[src/eeprom_front_pkg.sv]
// Shared constants and types for the two-wire memory front end
package eeprom_front_pkg;

  // Byte and address geometry
  localparam int BYTE_W = 8;
  localparam int ADDR_W = 13;
  localparam int PAGE_BITS = 5;
  localparam int ADDR_HI_W = ADDR_W - BYTE_W;
  localparam int TYPE_W = 4;
  localparam int CS_W = 3;

  // Control byte field positions
  localparam int CTRL_RW_POS = 0;
  localparam int CTRL_CS_LSB = 1;
  localparam int CTRL_TYPE_LSB = 4;

  // Bit counter marks within one byte frame
  localparam logic [3:0] BIT_ACK = 4'h8;
  localparam logic [3:0] BIT_DONE = 4'h9;

  // Synchroniser lanes for outside inputs
  localparam int SYNC_W = 6;
  localparam int SYNC_SCL = 0;
  localparam int SYNC_SDA = 1;
  localparam int SYNC_WP = 2;
  localparam int SYNC_CS0 = 3;

  // Write path buffer
  localparam int FIFO_DEPTH = 16;

  // Self-timed write cycle
  localparam int CLK_MHZ = 100;
  localparam int TWC_MS = 5;
  localparam int TWC_CYCLES = TWC_MS * 1000 * CLK_MHZ;
  localparam int BUSY_W = 20;

  // Reset values
  localparam logic [ADDR_W-1:0] PTR_RESET = 13'h0000;
  localparam logic [SYNC_W-1:0] SYNC_RESET = 6'h03;

  typedef enum logic [2:0] {
    PH_IDLE,
    PH_CTRL,
    PH_ADDR_HI,
    PH_ADDR_LO,
    PH_WDATA,
    PH_RDATA,
    PH_IGNORE
  } phase_e;

  typedef struct packed {
    logic [ADDR_W-1:0] addr;
    logic [BYTE_W-1:0] data;
  } wr_beat_s;

  localparam int BEAT_W = ADDR_W + BYTE_W;

  typedef struct packed {
    logic [SYNC_W-1:0] sync1;
    logic [SYNC_W-1:0] sync2;
    logic prev_scl;
    logic prev_sda;
    phase_e phase;
    logic [3:0] bit_cnt;
    logic [BYTE_W-1:0] shreg;
    logic [BYTE_W-1:0] tx;
    logic drive_low;
    logic rd_wr;
    logic mack;
    logic [ADDR_HI_W-1:0] addr_hi;
    logic [ADDR_W-1:0] ptr;
    logic wrote;
    logic commit_pend;
    logic [BUSY_W-1:0] busy_cnt;
    logic commit_pulse;
    logic discard_pulse;
  } front_state_s;

endpackage

[src/beat_fifo.sv]
// Flip-flop FIFO with valid/ready on both sides
`timescale 1ns/100ps
`default_nettype none
module beat_fifo #(
  parameter int WIDTH = 8,
  parameter int DEPTH = 16
) (
  // Clock and reset
  input wire logic core_clk,
  input wire logic srst,
  // Fill side
  input wire logic in_valid,
  output logic in_ready,
  input wire logic [WIDTH-1:0] in_data,
  // Drain side
  output logic out_valid,
  input wire logic out_ready,
  output logic [WIDTH-1:0] out_data
);

  localparam int AW = $clog2(DEPTH);

  typedef struct packed {
    logic [DEPTH-1:0][WIDTH-1:0] mem;
    logic [AW:0] wr;
    logic [AW:0] rd;
  } fifo_state_s;

  fifo_state_s st_reg;
  fifo_state_s st_next;
  logic full;
  logic empty;

  // Extra pointer bit tells full from empty
  assign empty = st_reg.wr == st_reg.rd;
  assign full = (st_reg.wr[AW] != st_reg.rd[AW]) &&
                (st_reg.wr[AW-1:0] == st_reg.rd[AW-1:0]);
  assign in_ready = !full;
  assign out_valid = !empty;
  assign out_data = st_reg.mem[st_reg.rd[AW-1:0]];

  always_comb begin
    st_next = st_reg;
    if (in_valid && !full) begin
      st_next.mem[st_reg.wr[AW-1:0]] = in_data;
      st_next.wr = st_reg.wr + 1'b1;
    end
    if (out_ready && !empty) begin
      st_next.rd = st_reg.rd + 1'b1;
    end
  end

  always_ff @(posedge core_clk) begin
    if (srst) begin
      st_reg <= '0;
    end else begin
      st_reg <= st_next;
    end
  end

endmodule
`default_nettype wire

[src/eeprom_front.sv]
// Slave front end of a two-wire serial memory: framing, addressing, acks
`timescale 1ns/100ps
`default_nettype none

// Operation
// - Data line moves only while clock is low, except framing.
// - Start is data falling while clock is high.
// - Stop is data rising while clock is high.
// - Bus idle means both lines high; transfers begin only then.
// - One clock pulse per bit; data stable through the high phase.
// - Overlong writes keep only the latest thirty-two bytes.
// - Addressed receiver acknowledges each byte on a ninth clock; the code refuses a data byte while the write buffer is full.
// - No acknowledge at all while a programming cycle runs.
// - Acknowledger holds data low through the ack clock high phase.
// - Master withholds ack on last read byte; device releases line.
// - First byte after Start is control byte with four-bit type code.
// - Chip-select bits must equal the three strap levels.
// - Control byte bit 0 selects read when 1, write when 0.
// - Write takes two address bytes, high first, thirteen bits kept.
// - On full match, ack the control byte and enter read or write.
// - Write-protect high blocks memory writes; reads unaffected.
// - Self-timed write cycle completes within 5 ms after Stop; the code starts its 5 ms count only once the buffer has drained.
// - Write-protect sampled at Stop; later changes ignored.
// - Write data advances only the five low pointer bits.
module eeprom_front #(
  // Arbitrary type code; tie to the system's chosen value
  parameter logic [3:0] DEVICE_TYPE_CODE = 4'h6,
  parameter int unsigned WRITE_CYCLE_CYCLES = eeprom_front_pkg::TWC_CYCLES
) (
  // Clock and reset
  input wire logic core_clk,
  input wire logic srst,
  // Two-wire pins
  input wire logic scl_in,
  input wire logic sda_in,
  output logic sda_out,
  output logic sda_oe,
  // Straps
  input wire logic chip_select_strap_bit0,
  input wire logic chip_select_strap_bit1,
  input wire logic chip_select_strap_bit2,
  input wire logic write_protect,
  // Write path to page buffer
  output logic wr_valid,
  input wire logic wr_ready,
  output eeprom_front_pkg::wr_beat_s wr_beat,
  output logic write_commit,
  output logic write_discard,
  // Read path from array
  output logic [eeprom_front_pkg::ADDR_W-1:0] rd_addr,
  input wire logic [eeprom_front_pkg::BYTE_W-1:0] rd_data,
  // Status
  output logic program_busy
);

  eeprom_front_pkg::front_state_s st_reg;
  eeprom_front_pkg::front_state_s st_next;

  logic [eeprom_front_pkg::SYNC_W-1:0] raw_in;
  logic scl;
  logic sda;
  logic scl_rise;
  logic scl_fall;
  logic start_det;
  logic stop_det;
  logic busy;
  logic push;
  eeprom_front_pkg::wr_beat_s push_beat;
  logic fifo_ready;
  logic [eeprom_front_pkg::BEAT_W-1:0] fifo_out;

  // Advance only the page offset bits
  function automatic logic [eeprom_front_pkg::ADDR_W-1:0] page_inc(
    input logic [eeprom_front_pkg::ADDR_W-1:0] p
  );
    logic [eeprom_front_pkg::PAGE_BITS-1:0] low;
    low = p[eeprom_front_pkg::PAGE_BITS-1:0] + 1'b1;
    page_inc = {p[eeprom_front_pkg::ADDR_W-1:eeprom_front_pkg::PAGE_BITS], low};
  endfunction

  // Whole-array increment, rolls over at the top
  function automatic logic [eeprom_front_pkg::ADDR_W-1:0] full_inc(
    input logic [eeprom_front_pkg::ADDR_W-1:0] p
  );
    full_inc = p + 1'b1;
  endfunction

  // Type code and chip select against the caught straps
  function automatic logic ctrl_match(
    input logic [eeprom_front_pkg::BYTE_W-1:0] b,
    input logic [eeprom_front_pkg::CS_W-1:0] straps
  );
    logic type_ok;
    logic cs_ok;
    type_ok = b[eeprom_front_pkg::CTRL_TYPE_LSB +: eeprom_front_pkg::TYPE_W]
              == DEVICE_TYPE_CODE;
    cs_ok = b[eeprom_front_pkg::CTRL_CS_LSB +: eeprom_front_pkg::CS_W]
            == straps;
    ctrl_match = type_ok && cs_ok;
  endfunction

  // Open-drain: a zero bit pulls low, a one releases
  function automatic logic pull_for(input logic bit_val);
    pull_for = !bit_val;
  endfunction

  assign raw_in = {chip_select_strap_bit2, chip_select_strap_bit1,
                   chip_select_strap_bit0, write_protect, sda_in, scl_in};

  // Second stage only; the first stage feeds nothing else
  assign scl = st_reg.sync2[eeprom_front_pkg::SYNC_SCL];
  assign sda = st_reg.sync2[eeprom_front_pkg::SYNC_SDA];
  assign scl_rise = scl && !st_reg.prev_scl;
  assign scl_fall = !scl && st_reg.prev_scl;
  // Data moving while clock stays high is framing, never data
  assign start_det = scl && st_reg.prev_scl && st_reg.prev_sda && !sda;
  assign stop_det = scl && st_reg.prev_scl && !st_reg.prev_sda && sda;

  // Pending commit counts as busy so polling sees no gap
  assign busy = (st_reg.busy_cnt != '0) || st_reg.commit_pend;

  assign sda_out = 1'b0;
  assign sda_oe = st_reg.drive_low;
  assign rd_addr = st_reg.ptr;
  assign write_commit = st_reg.commit_pulse;
  assign write_discard = st_reg.discard_pulse;
  assign program_busy = busy;
  assign wr_beat = eeprom_front_pkg::wr_beat_s'(fifo_out);

  always_comb begin
    logic [eeprom_front_pkg::CS_W-1:0] straps;
    logic [eeprom_front_pkg::BYTE_W-1:0] byte_in;
    straps = st_reg.sync2[eeprom_front_pkg::SYNC_CS0 +: eeprom_front_pkg::CS_W];
    byte_in = st_reg.shreg;
    st_next = st_reg;
    push = 1'b0;
    push_beat = '0;
    st_next.commit_pulse = 1'b0;
    st_next.discard_pulse = 1'b0;

    // Two-flop synchronisers, then one sample for edge finding
    st_next.sync1 = raw_in;
    st_next.sync2 = st_reg.sync1;
    st_next.prev_scl = scl;
    st_next.prev_sda = sda;

    // Self-timed write cycle
    if (st_reg.busy_cnt != '0) begin
      st_next.busy_cnt = st_reg.busy_cnt - 1'b1;
    end
    // Commit only once every beat has left the buffer
    if (st_reg.commit_pend && !wr_valid) begin
      st_next.commit_pend = 1'b0;
      st_next.commit_pulse = 1'b1;
      st_next.busy_cnt = WRITE_CYCLE_CYCLES[eeprom_front_pkg::BUSY_W-1:0];
    end

    if (start_det) begin
      // Partial byte is dropped; unfinished write data is thrown away
      st_next.phase = eeprom_front_pkg::PH_CTRL;
      st_next.bit_cnt = '0;
      st_next.drive_low = 1'b0;
      st_next.wrote = 1'b0;
      st_next.discard_pulse = st_reg.wrote;
    end else if (stop_det) begin
      // Bytes taken before a refused one still get their write cycle
      if (st_reg.wrote) begin
        // Protect level caught here and nowhere else
        if (st_reg.sync2[eeprom_front_pkg::SYNC_WP]) begin
          st_next.discard_pulse = 1'b1;
        end else begin
          st_next.commit_pend = 1'b1;
        end
      end
      st_next.phase = eeprom_front_pkg::PH_IDLE;
      st_next.bit_cnt = '0;
      st_next.drive_low = 1'b0;
      st_next.wrote = 1'b0;
    end else if (st_reg.phase != eeprom_front_pkg::PH_IDLE &&
                 st_reg.phase != eeprom_front_pkg::PH_IGNORE) begin
      if (scl_rise) begin
        // Sample at the rising edge, mid high phase for the line
        if (st_reg.bit_cnt < eeprom_front_pkg::BIT_ACK) begin
          st_next.shreg = {st_reg.shreg[eeprom_front_pkg::BYTE_W-2:0], sda};
        end
        if (st_reg.bit_cnt == eeprom_front_pkg::BIT_ACK) begin
          st_next.mack = !sda;
        end
        if (st_reg.bit_cnt < eeprom_front_pkg::BIT_DONE) begin
          st_next.bit_cnt = st_reg.bit_cnt + 1'b1;
        end
      end else if (scl_fall) begin
        // Every change of our drive happens here, with the clock low
        if (st_reg.bit_cnt == eeprom_front_pkg::BIT_ACK) begin
          case (st_reg.phase)
            eeprom_front_pkg::PH_CTRL: begin
              if (ctrl_match(byte_in, straps) && !busy) begin
                st_next.drive_low = 1'b1;
                st_next.rd_wr = byte_in[eeprom_front_pkg::CTRL_RW_POS];
              end else begin
                st_next.drive_low = 1'b0;
                st_next.phase = eeprom_front_pkg::PH_IGNORE;
              end
            end
            eeprom_front_pkg::PH_ADDR_HI: begin
              // Upper three bits are don't care
              st_next.addr_hi = byte_in[eeprom_front_pkg::ADDR_HI_W-1:0];
              st_next.drive_low = 1'b1;
            end
            eeprom_front_pkg::PH_ADDR_LO: begin
              st_next.ptr = {st_reg.addr_hi, byte_in};
              st_next.drive_low = 1'b1;
            end
            eeprom_front_pkg::PH_WDATA: begin
              // A full buffer cannot take the byte, so it is refused
              if (fifo_ready) begin
                push = 1'b1;
                push_beat.addr = st_reg.ptr;
                push_beat.data = byte_in;
                // Page offset wraps, so later bytes overwrite earlier ones
                st_next.ptr = page_inc(st_reg.ptr);
                st_next.wrote = 1'b1;
                st_next.drive_low = 1'b1;
              end else begin
                st_next.drive_low = 1'b0;
                st_next.phase = eeprom_front_pkg::PH_IGNORE;
              end
            end
            eeprom_front_pkg::PH_RDATA: begin
              // Hand the ack slot to the master
              st_next.drive_low = 1'b0;
            end
            default: begin
              st_next.drive_low = 1'b0;
            end
          endcase
        end else if (st_reg.bit_cnt == eeprom_front_pkg::BIT_DONE) begin
          // Ack held through the whole high phase ends only now
          st_next.drive_low = 1'b0;
          st_next.bit_cnt = '0;
          case (st_reg.phase)
            eeprom_front_pkg::PH_CTRL: begin
              if (st_reg.rd_wr) begin
                st_next.phase = eeprom_front_pkg::PH_RDATA;
                st_next.tx = rd_data;
                st_next.drive_low = pull_for(rd_data[eeprom_front_pkg::BYTE_W-1]);
                st_next.ptr = full_inc(st_reg.ptr);
              end else begin
                st_next.phase = eeprom_front_pkg::PH_ADDR_HI;
              end
            end
            eeprom_front_pkg::PH_ADDR_HI: begin
              st_next.phase = eeprom_front_pkg::PH_ADDR_LO;
            end
            eeprom_front_pkg::PH_ADDR_LO: begin
              st_next.phase = eeprom_front_pkg::PH_WDATA;
            end
            eeprom_front_pkg::PH_WDATA: begin
              st_next.phase = eeprom_front_pkg::PH_WDATA;
            end
            eeprom_front_pkg::PH_RDATA: begin
              if (st_reg.mack) begin
                st_next.tx = rd_data;
                st_next.drive_low = pull_for(rd_data[eeprom_front_pkg::BYTE_W-1]);
                st_next.ptr = full_inc(st_reg.ptr);
              end else begin
                // Line left high so the master can Stop
                st_next.phase = eeprom_front_pkg::PH_IGNORE;
              end
            end
            default: begin
              st_next.phase = eeprom_front_pkg::PH_IGNORE;
            end
          endcase
        end else if (st_reg.phase == eeprom_front_pkg::PH_RDATA) begin
          // Next data bit out, one bit per clock pulse
          st_next.tx = {st_reg.tx[eeprom_front_pkg::BYTE_W-2:0], 1'b0};
          st_next.drive_low = pull_for(st_reg.tx[eeprom_front_pkg::BYTE_W-2]);
        end
      end
    end
  end

  always_ff @(posedge core_clk) begin
    if (srst) begin
      st_reg <= '0;
      st_reg.sync1 <= eeprom_front_pkg::SYNC_RESET;
      st_reg.sync2 <= eeprom_front_pkg::SYNC_RESET;
      st_reg.prev_scl <= 1'b1;
      st_reg.prev_sda <= 1'b1;
      st_reg.phase <= eeprom_front_pkg::PH_IDLE;
      st_reg.ptr <= eeprom_front_pkg::PTR_RESET;
    end else begin
      st_reg <= st_next;
    end
  end

  // Back-pressure here refuses the data byte ack
  beat_fifo #(
    .WIDTH(eeprom_front_pkg::BEAT_W),
    .DEPTH(eeprom_front_pkg::FIFO_DEPTH)
  ) u_beat_fifo (
    .core_clk(core_clk),
    .srst(srst),
    .in_valid(push),
    .in_ready(fifo_ready),
    .in_data(push_beat),
    .out_valid(wr_valid),
    .out_ready(wr_ready),
    .out_data(fifo_out)
  );

endmodule
`default_nettype wire

[config.mk]
export PLATFORM = sky130hd
export DESIGN_NAME = eeprom_front
export DESIGN_NICKNAME = d
export VERILOG_FILES = /design/src/eeprom_front_pkg.sv /design/src/beat_fifo.sv /design/src/eeprom_front.sv
export SDC_FILE = /design/constraint.sdc
export NUM_CORES = 1
export LEC_CHECK = 0
export BUFFER_PORTS_ARGS = -buffer_cell sky130_fd_sc_hd__buf_2
export CORE_ASPECT_RATIO = 1.1
export CORE_MARGIN = 5
export CORE_UTILIZATION = 30
export DETAILED_ROUTE_END_ITERATION = 8
export PLACE_DENSITY = 0.54
export SYNTH_ARGS = -nofsm -noshare
export SYNTH_HDL_FRONTEND = slang
export SYNTH_SLANG_ARGS = --single-unit
[constraint.sdc]
create_clock -name core_clk -period 7 [get_ports core_clk]
set_clock_uncertainty 0.2 [all_clocks]
set_input_delay 0 -clock core_clk [delete_from_list [all_inputs] [get_ports core_clk]]
set_output_delay 0 -clock core_clk [all_outputs]
set_load 0.02 [all_outputs]
==> impl_metrics.yaml, run 1 <==
run_status:
  status: "finished clean"
critical_path:
  cp_slowest_cell: "o211a_1"
  path_max_fanout: 20
  worstSetupPathType: "reg -> reg"
  cp_num_buf_inv: 2
  reg2reg_setup_slack_ns: 2.89
  crit_cells: 8
  cp_cell_sequence: "inv_1 -> ha_1 -> and3b_1 -> o211a_1 -> o2111ai_4 -> buf_4 -> mux2i_1 -> nor2_1"
  crit_path_end_kind: "flop"
  required_ns: 7.22
  cpLargestDelayFamily: "compound AO/OA/AOI/OAI gates"
  worstSetupStartpointType: "flop"
  cp_data_arrival_time_ns: 4.33
  max_stage_delay_ns: 1.08
  r2r_cells: 8
clock_tree:
  cts.clk_slew.worst_paths_ns: 0.05
  post_cts_resized: 0
  cts_buffer_depth: 3
  numCtsBuffers: 50
  htree_levels: 2
  post_cts.repair.setup_buffers: 0
  ctsHoldBuffers: 35
  cts.sinks: 427
  cts-root-buf: "clkbuf_16"
  clk_latency_ns: 0.59
  cts_tree: "yes"
final_layout:
  syn_to_final_growth_pct: 14.89
  num_antenna_cells: 0
  drive_above_1_share_pct: 14.93
  largest_reg_flops: 346
  layout.nets: 1959
synth:
  avgSynthCellArea_um2: 9.914
  post_synth_main_area_contributors: "dfxtp_1 44%, mux2i_1 14%, mux4_2 12%, nor2_1 5.7%, a21oi_1 3.4%"
  seq_area_frac_synth_pct: 43.72
  synth-seq-cells: 427
  yosysWarnings: 0
  yosysTopAreaCell: "dfxtp_1"
  synth.distinct_cells: 71
  ys_async_sr_fraction_pct: 0
  synth_top_area_share_pct: 43.72
  syn_inst: 1972
  syn_area_um2: 19550
  synth_edf_count: 0
  synth_nets: 2003
  synth_ff_type: "dfxtp_1"
placement:
  io_buffer_count: 55
  gp_congestion: 0.7891
  dp_hpwl_mm: 33.54
floorplan:
  fp.dieArea_um2: 70380
  dieWidth_um: 253.4
  die_height_um: 277.7
  rows: 98
  ios: 57
  start_util_pct: 30.20
  core_um2: 64740
drt:
  totalWireLength_mm: 55.61
  drtPass1Iterations: 6
  vias_per_cell: 5.267
  route.detailed.drc: 0
  routedWlPerCell_um: 19.77
  drt-initial-drc-count: 1177
  ant_nets: 0
  vias: 14820
timing:
  fmax_ghz: 0.2432
  fin_crit_ns: 4.113
  hold_ws_ns: 0.1089
  period_share_pct: 58.75
  worst_slew_pin_slew_ns: 1.213
  hold_viol: 0
  setup_tns_ns: 0
  final-setup-viol-count: 0
  relSlewSlack_pct: 19.17
  rsz0062_at_grt: "false"
  maxSlewViolCount: 0
global_routing:
  grt_pass1_vias: 14590
  track_usage_pct: 15.34
  grt_pass1_wl_mm: 86.94
  overflow: 0
  grt_max_degree: 117
  grt_antenna_before_repair: 0
pwr:
  leakagePower_nw: 9.473
  total_power_w: 0.005461
  powerDensity_nw_per_um2: 243.2
  ir_worst_vdd_uv: 175.1
flow_run:
  drv_cap: 0
min_path:
  hp-class: "in -> reg"
  hold_depth: 5
-- path summary, 6_finish.rpt --
path                                  start                 endpoint
worst max register to register   st_reg[61]  u_beat_fifo.st_reg[241]
worst min register to register  st_next[70]                      scl
worst max-delay path             st_reg[61]  u_beat_fifo.st_reg[241]
worst min-delay path             rd_data[7]                   sda_oe
-- logic make-up after synthesis --
kind of cell / count (synthesis) / synth area share [%]
compound gates: 316 / 9.747
xor+xnor: 36 / 1.613
fa+ha+maj: 14 / 0.8960
buf+inv: 244 / 5.165
flops: 427 / 43.72
mux: 374 / 25.88
other cells: 1 / 0.01918
simple gates: 560 / 12.96
-- final cells by class --
cell class | count | area (um^2)
fill | 6439 | 42280
multi-input combinational | 1301 | 10260
sequential | 427 | 8557
clock buffer | 73 | 1429
tap | 850 | 1064
timing repair buffer | 120 | 860.8
clock inverter | 14 | 181.4
inverter | 28 | 105.1
-- tightest hold or removal path: cells and delay by family --
| kind | cells | cell delay [ns] |
|---|---|---|
| AO/OA/AOI/OAI | 2 | 0.19 |
| buffers and inverters | 2 | 0.62 |
| AND/OR/NAND/NOR | 1 | 0.04 |
-- layout by cell type, fill, tap and decap left out, types with 17 or more instances in the layout --
master	count
dfxtp_1	424
clkbuf_16	51
mux4_2	105
inv_1	28
a21oi_1	132
dlygate4sd3_1	35
o21ai_0	90
a211oi_1	17
mux2i_1	268
xnor2_1	18
nor2_1	299
nand2_1	72
buf_2	54
buf_4	30
xor2_1	17
nand3_1	89
-- synth_stat cells (6+ instances only) --
cell type and count:
nor2_1 299, ha_1 14, clkbuf_1 156, or3_1 8, nor2b_1 12, dfxtp_1 427
a211oi_1 17, mux4_2 105, nor4_1 11, xnor2_1 19, o21ai_0 90, o2111ai_1 18
or2_2 6, nor3_1 8, a2111oi_0 7, a221oi_1 8, a21oi_1 132, buf_1 13
inv_1 28, nand3b_1 13, mux2i_1 268, xor2_1 17, nand2_1 72, and3_1 6
buf_2 33, nand3_1 89, buf_4 14
-- stage by stage --
stage / area, um^2 / setup WS, ns / util (%) / instances
after floorplan: 19550 / 4.335 / - / 1972
after global placement: 20500 / 3.019 / 31.66 / 2691
after detailed placement: 20500 / 2.934 / 31.66 / 2691
after CTS: 22460 / 2.880 / 34.69 / 2813
after global routing: 22460 / 2.571 / 34.69 / 2813
final: 22460 / 2.887 / 34.69 / 2813
-- layer usage --
layer,track usage (%),part of all wire (%),vias up,routed length [um]
met5,0,0,-,0
met4,4.112,2.4,0,1310
met3,2.363,4.6,99,2537
met2,25.26,47,395,26290
met1,21.02,46,7370,25470
li1,-,-,6953,-
-- power by group --
group	internal (W)	switching, W
clock	0.00155	0.00103
combinational	0.000153	0.000210
sequential	0.00247	0.0000383
total	0.00418	0.00128
(Power assumes the default switching activity.)
==> run 2: changes to the inputs <==
--- a/config.mk
+++ b/config.mk
@@ -10,7 +10,7 @@
 export CORE_MARGIN = 5
 export CORE_UTILIZATION = 30
 export DETAILED_ROUTE_END_ITERATION = 8
-export PLACE_DENSITY = 0.54
+export PLACE_DENSITY = 0.56
 export SYNTH_ARGS = -nofsm -noshare
 export SYNTH_HDL_FRONTEND = slang
 export SYNTH_SLANG_ARGS = --single-unit
==> constraint.sdc (replaced) <==
create_clock -name core_clk -period 3.66 [get_ports core_clk]
set_clock_uncertainty 0.2 [all_clocks]
set_input_delay 0 -clock core_clk [delete_from_list [all_inputs] [get_ports core_clk]]
set_output_delay 0 -clock core_clk [all_outputs]
set_load 0.02 [all_outputs]
==> run 2 against run 1 <==
Effect of this change:
- worst hold slack lost 0.089 ns
- cell count is 0.60% higher
- maximum frequency grew 20%
- critical path type unchanged
- total power increased by 89%
- clock power increased by 86%
- utilization rose by 0.39 points
==> impl_metrics.yaml, run 2 (synthesized netlist as in run 1, its figures left out) <==
critical_path:
  path_max_fanout: 16
  crit-reg2reg-launch: "st_reg[67]"
  r2r_cells: 6
  reg2reg_setup_slack_ns: 0.23
  worstSetupPathType: "reg -> reg"
  r2r_end: "st_reg[51]"
  crit_path_end_kind: "flop"
  worstSetupStartpointType: "flop"
  required_ns: 3.91
  cp_data_arrival_time_ns: 3.68
global_routing:
  grt_max_degree: 150
  grt_antenna_before_repair: 1
  grt_pass1_vias: 15020
  overflow: 0
  track_usage_pct: 15.27
  grt_pass1_wl_mm: 86.92
floorplan:
  dieWidth_um: 253.4
  start_util_pct: 30.20
  die_height_um: 277.7
  ios: 57
  rows: 98
  fp.dieArea_um2: 70380
  core_um2: 64740
clock_tree:
  post_cts.repair.setup_buffers: 0
  cts.clk_slew.worst_paths_ns: 0.06
  cts-root-buf: "clkbuf_16"
  numCtsBuffers: 47
  cts.sinks: 427
  cts_tree: "yes"
  cts_buffer_depth: 3
  clk_latency_ns: 0.57
  htree_levels: 2
final_layout:
  postLayoutCoreUtil_pct: 35.08
  largest_reg_flops: 346
  syn_to_final_growth_pct: 16.17
  num_antenna_cells: 0
  layout.nets: 1975
  design_area_um2: 22710
  drive_above_1_share_pct: 16.41
  n_fill_cell: 6476
  final_common_cell: "dfxtp_1"
  final_cell_mix: "424 x dfxtp_1, 299 x nor2_1, 268 x mux2i_1, 132 x a21oi_1, 105 x mux4_2"
pwr:
  pwr-share-comb_pct: 6.9
  switching_share_pct: 23.75
  p_sw_w: 0.002453
  p_seq_share_pct: 46.5
  leakagePower_nw: 9.620
  power.clock.fraction_pct: 46.7
  ir_worst_vdd_uv: 219.5
  powerDensity_nw_per_um2: 454.8
  internal_power_w: 0.007876
placement:
  gp_congestion: 0.8041
  dp_hpwl_mm: 33.65
  io_buffer_count: 55
  placed_area_um2: 20870
timing:
  setup_tns_ns: 0
  period_share_pct: 93.66
  final-setup-viol-count: 0
  hold_viol: 0
  fin_crit_ns: 3.428
  worst_slew_pin_slew_ns: 1.163
  rsz0062_at_grt: "false"
  fmax_ghz: 0.2917
  relSlewSlack_pct: 22.46
  maxSlewViolCount: 0
run_status:
  status: "finished clean"
flow_run:
  drv_cap: 0
min_path:
  hold_start: "chip_select_strap_bit0"
  hp-class: "in -> reg"
  holdPathEnd: "st_next[73]"
  hold_depth: 3
drt:
  drt-initial-drc-count: 1450
  ant_nets: 0
  route.detailed.drc: 0
  vias: 14900
  routedWlPerCell_um: 19.34
  vias_per_cell: 5.264
  totalWireLength_mm: 54.74
  drtPass1Iterations: 6
## run 2: worst max-delay path, cell delays in order, from the launching register on
cell and delay (ns):
dfxtp_1 0.68, xor2_1 0.42, o221ai_1 0.39, or3_1 0.65, a221oi_1 0.29, a211oi_1 0.08
dlygate4sd3_1 0.59
## run 2: power groups by stage
stage | clock network, W | logic (W) | registers [W]
after global placement | 0 | 0.000673 | 0.00490
after global routing | 0.00512 | 0.000800 | 0.00481
final | 0.00482 | 0.000711 | 0.00480
after detailed placement | 0 | 0.000691 | 0.00490
after CTS | 0.00494 | 0.000716 | 0.00480
after floorplan | 0 | 0.000558 | 0.00488
## run 2: final cells by class
type / instances / area (um^2) / area share (%)
repair buffers: 139 / 1159 / 5.101
multi-input cells: 1301 / 10250 / 45.15
inverters: 28 / 105.1 / 0.4628
well taps: 850 / 1064 / 4.683
clock buffers: 68 / 1345 / 5.922
clock inverters: 17 / 227.7 / 1.003
flip-flops and latches: 427 / 8557 / 37.68
## run 2: how the worst max path moves through the flow
stage	cells past startpoint	to	slack, ns	from
global route	6	st_reg[51]	0.01	st_reg[67]
CTS	6	st_reg[51]	0.22	st_reg[65]
finish	6	st_reg[51]	0.23	st_reg[67]
global placement	7	u_beat_fifo.st_reg[114]	0.67	st_reg[67]
detailed placement	7	u_beat_fifo.st_reg[103]	0.50	st_reg[67]
floorplan	6	wr_beat[0]	1.0	u_beat_fifo.st_reg[0]
## run 2: stage by stage
stage | std cells | hold WS [ns] | power [W] | worst slack (ns)
2_1_floorplan | 1972 | -0.09619 | 0.005440 | 0.9952
3_3_place_gp | 2718 | -0.006311 | 0.005569 | 0.6691
3_5_place_dp | 2718 | -0.002922 | 0.005591 | 0.5036
4_1_cts | 2830 | 0.01357 | 0.01045 | 0.2165
5_1_grt | 2830 | 0.06519 | 0.01073 | 0.01439
6_report | 2830 | 0.01948 | 0.01033 | 0.2320
## run 2: what timing repair did
action | 4_1_cts | 5_1_grt
hold endpoints to repair | 120 | 0
endpoints found under the setup margin | 0 | 2
hold buffers | 27 | 0
resized for setup | 0 | 1
## run 2: layer usage
layer  up-vias  wire (um)  global-route usage [%]
met2       359      26090                   25.06
li1       6955          -                       -
met4         0       1271                   4.029
met5         -          0                       0
met1      7501      24700                   20.91
met3        81       2686                   2.550
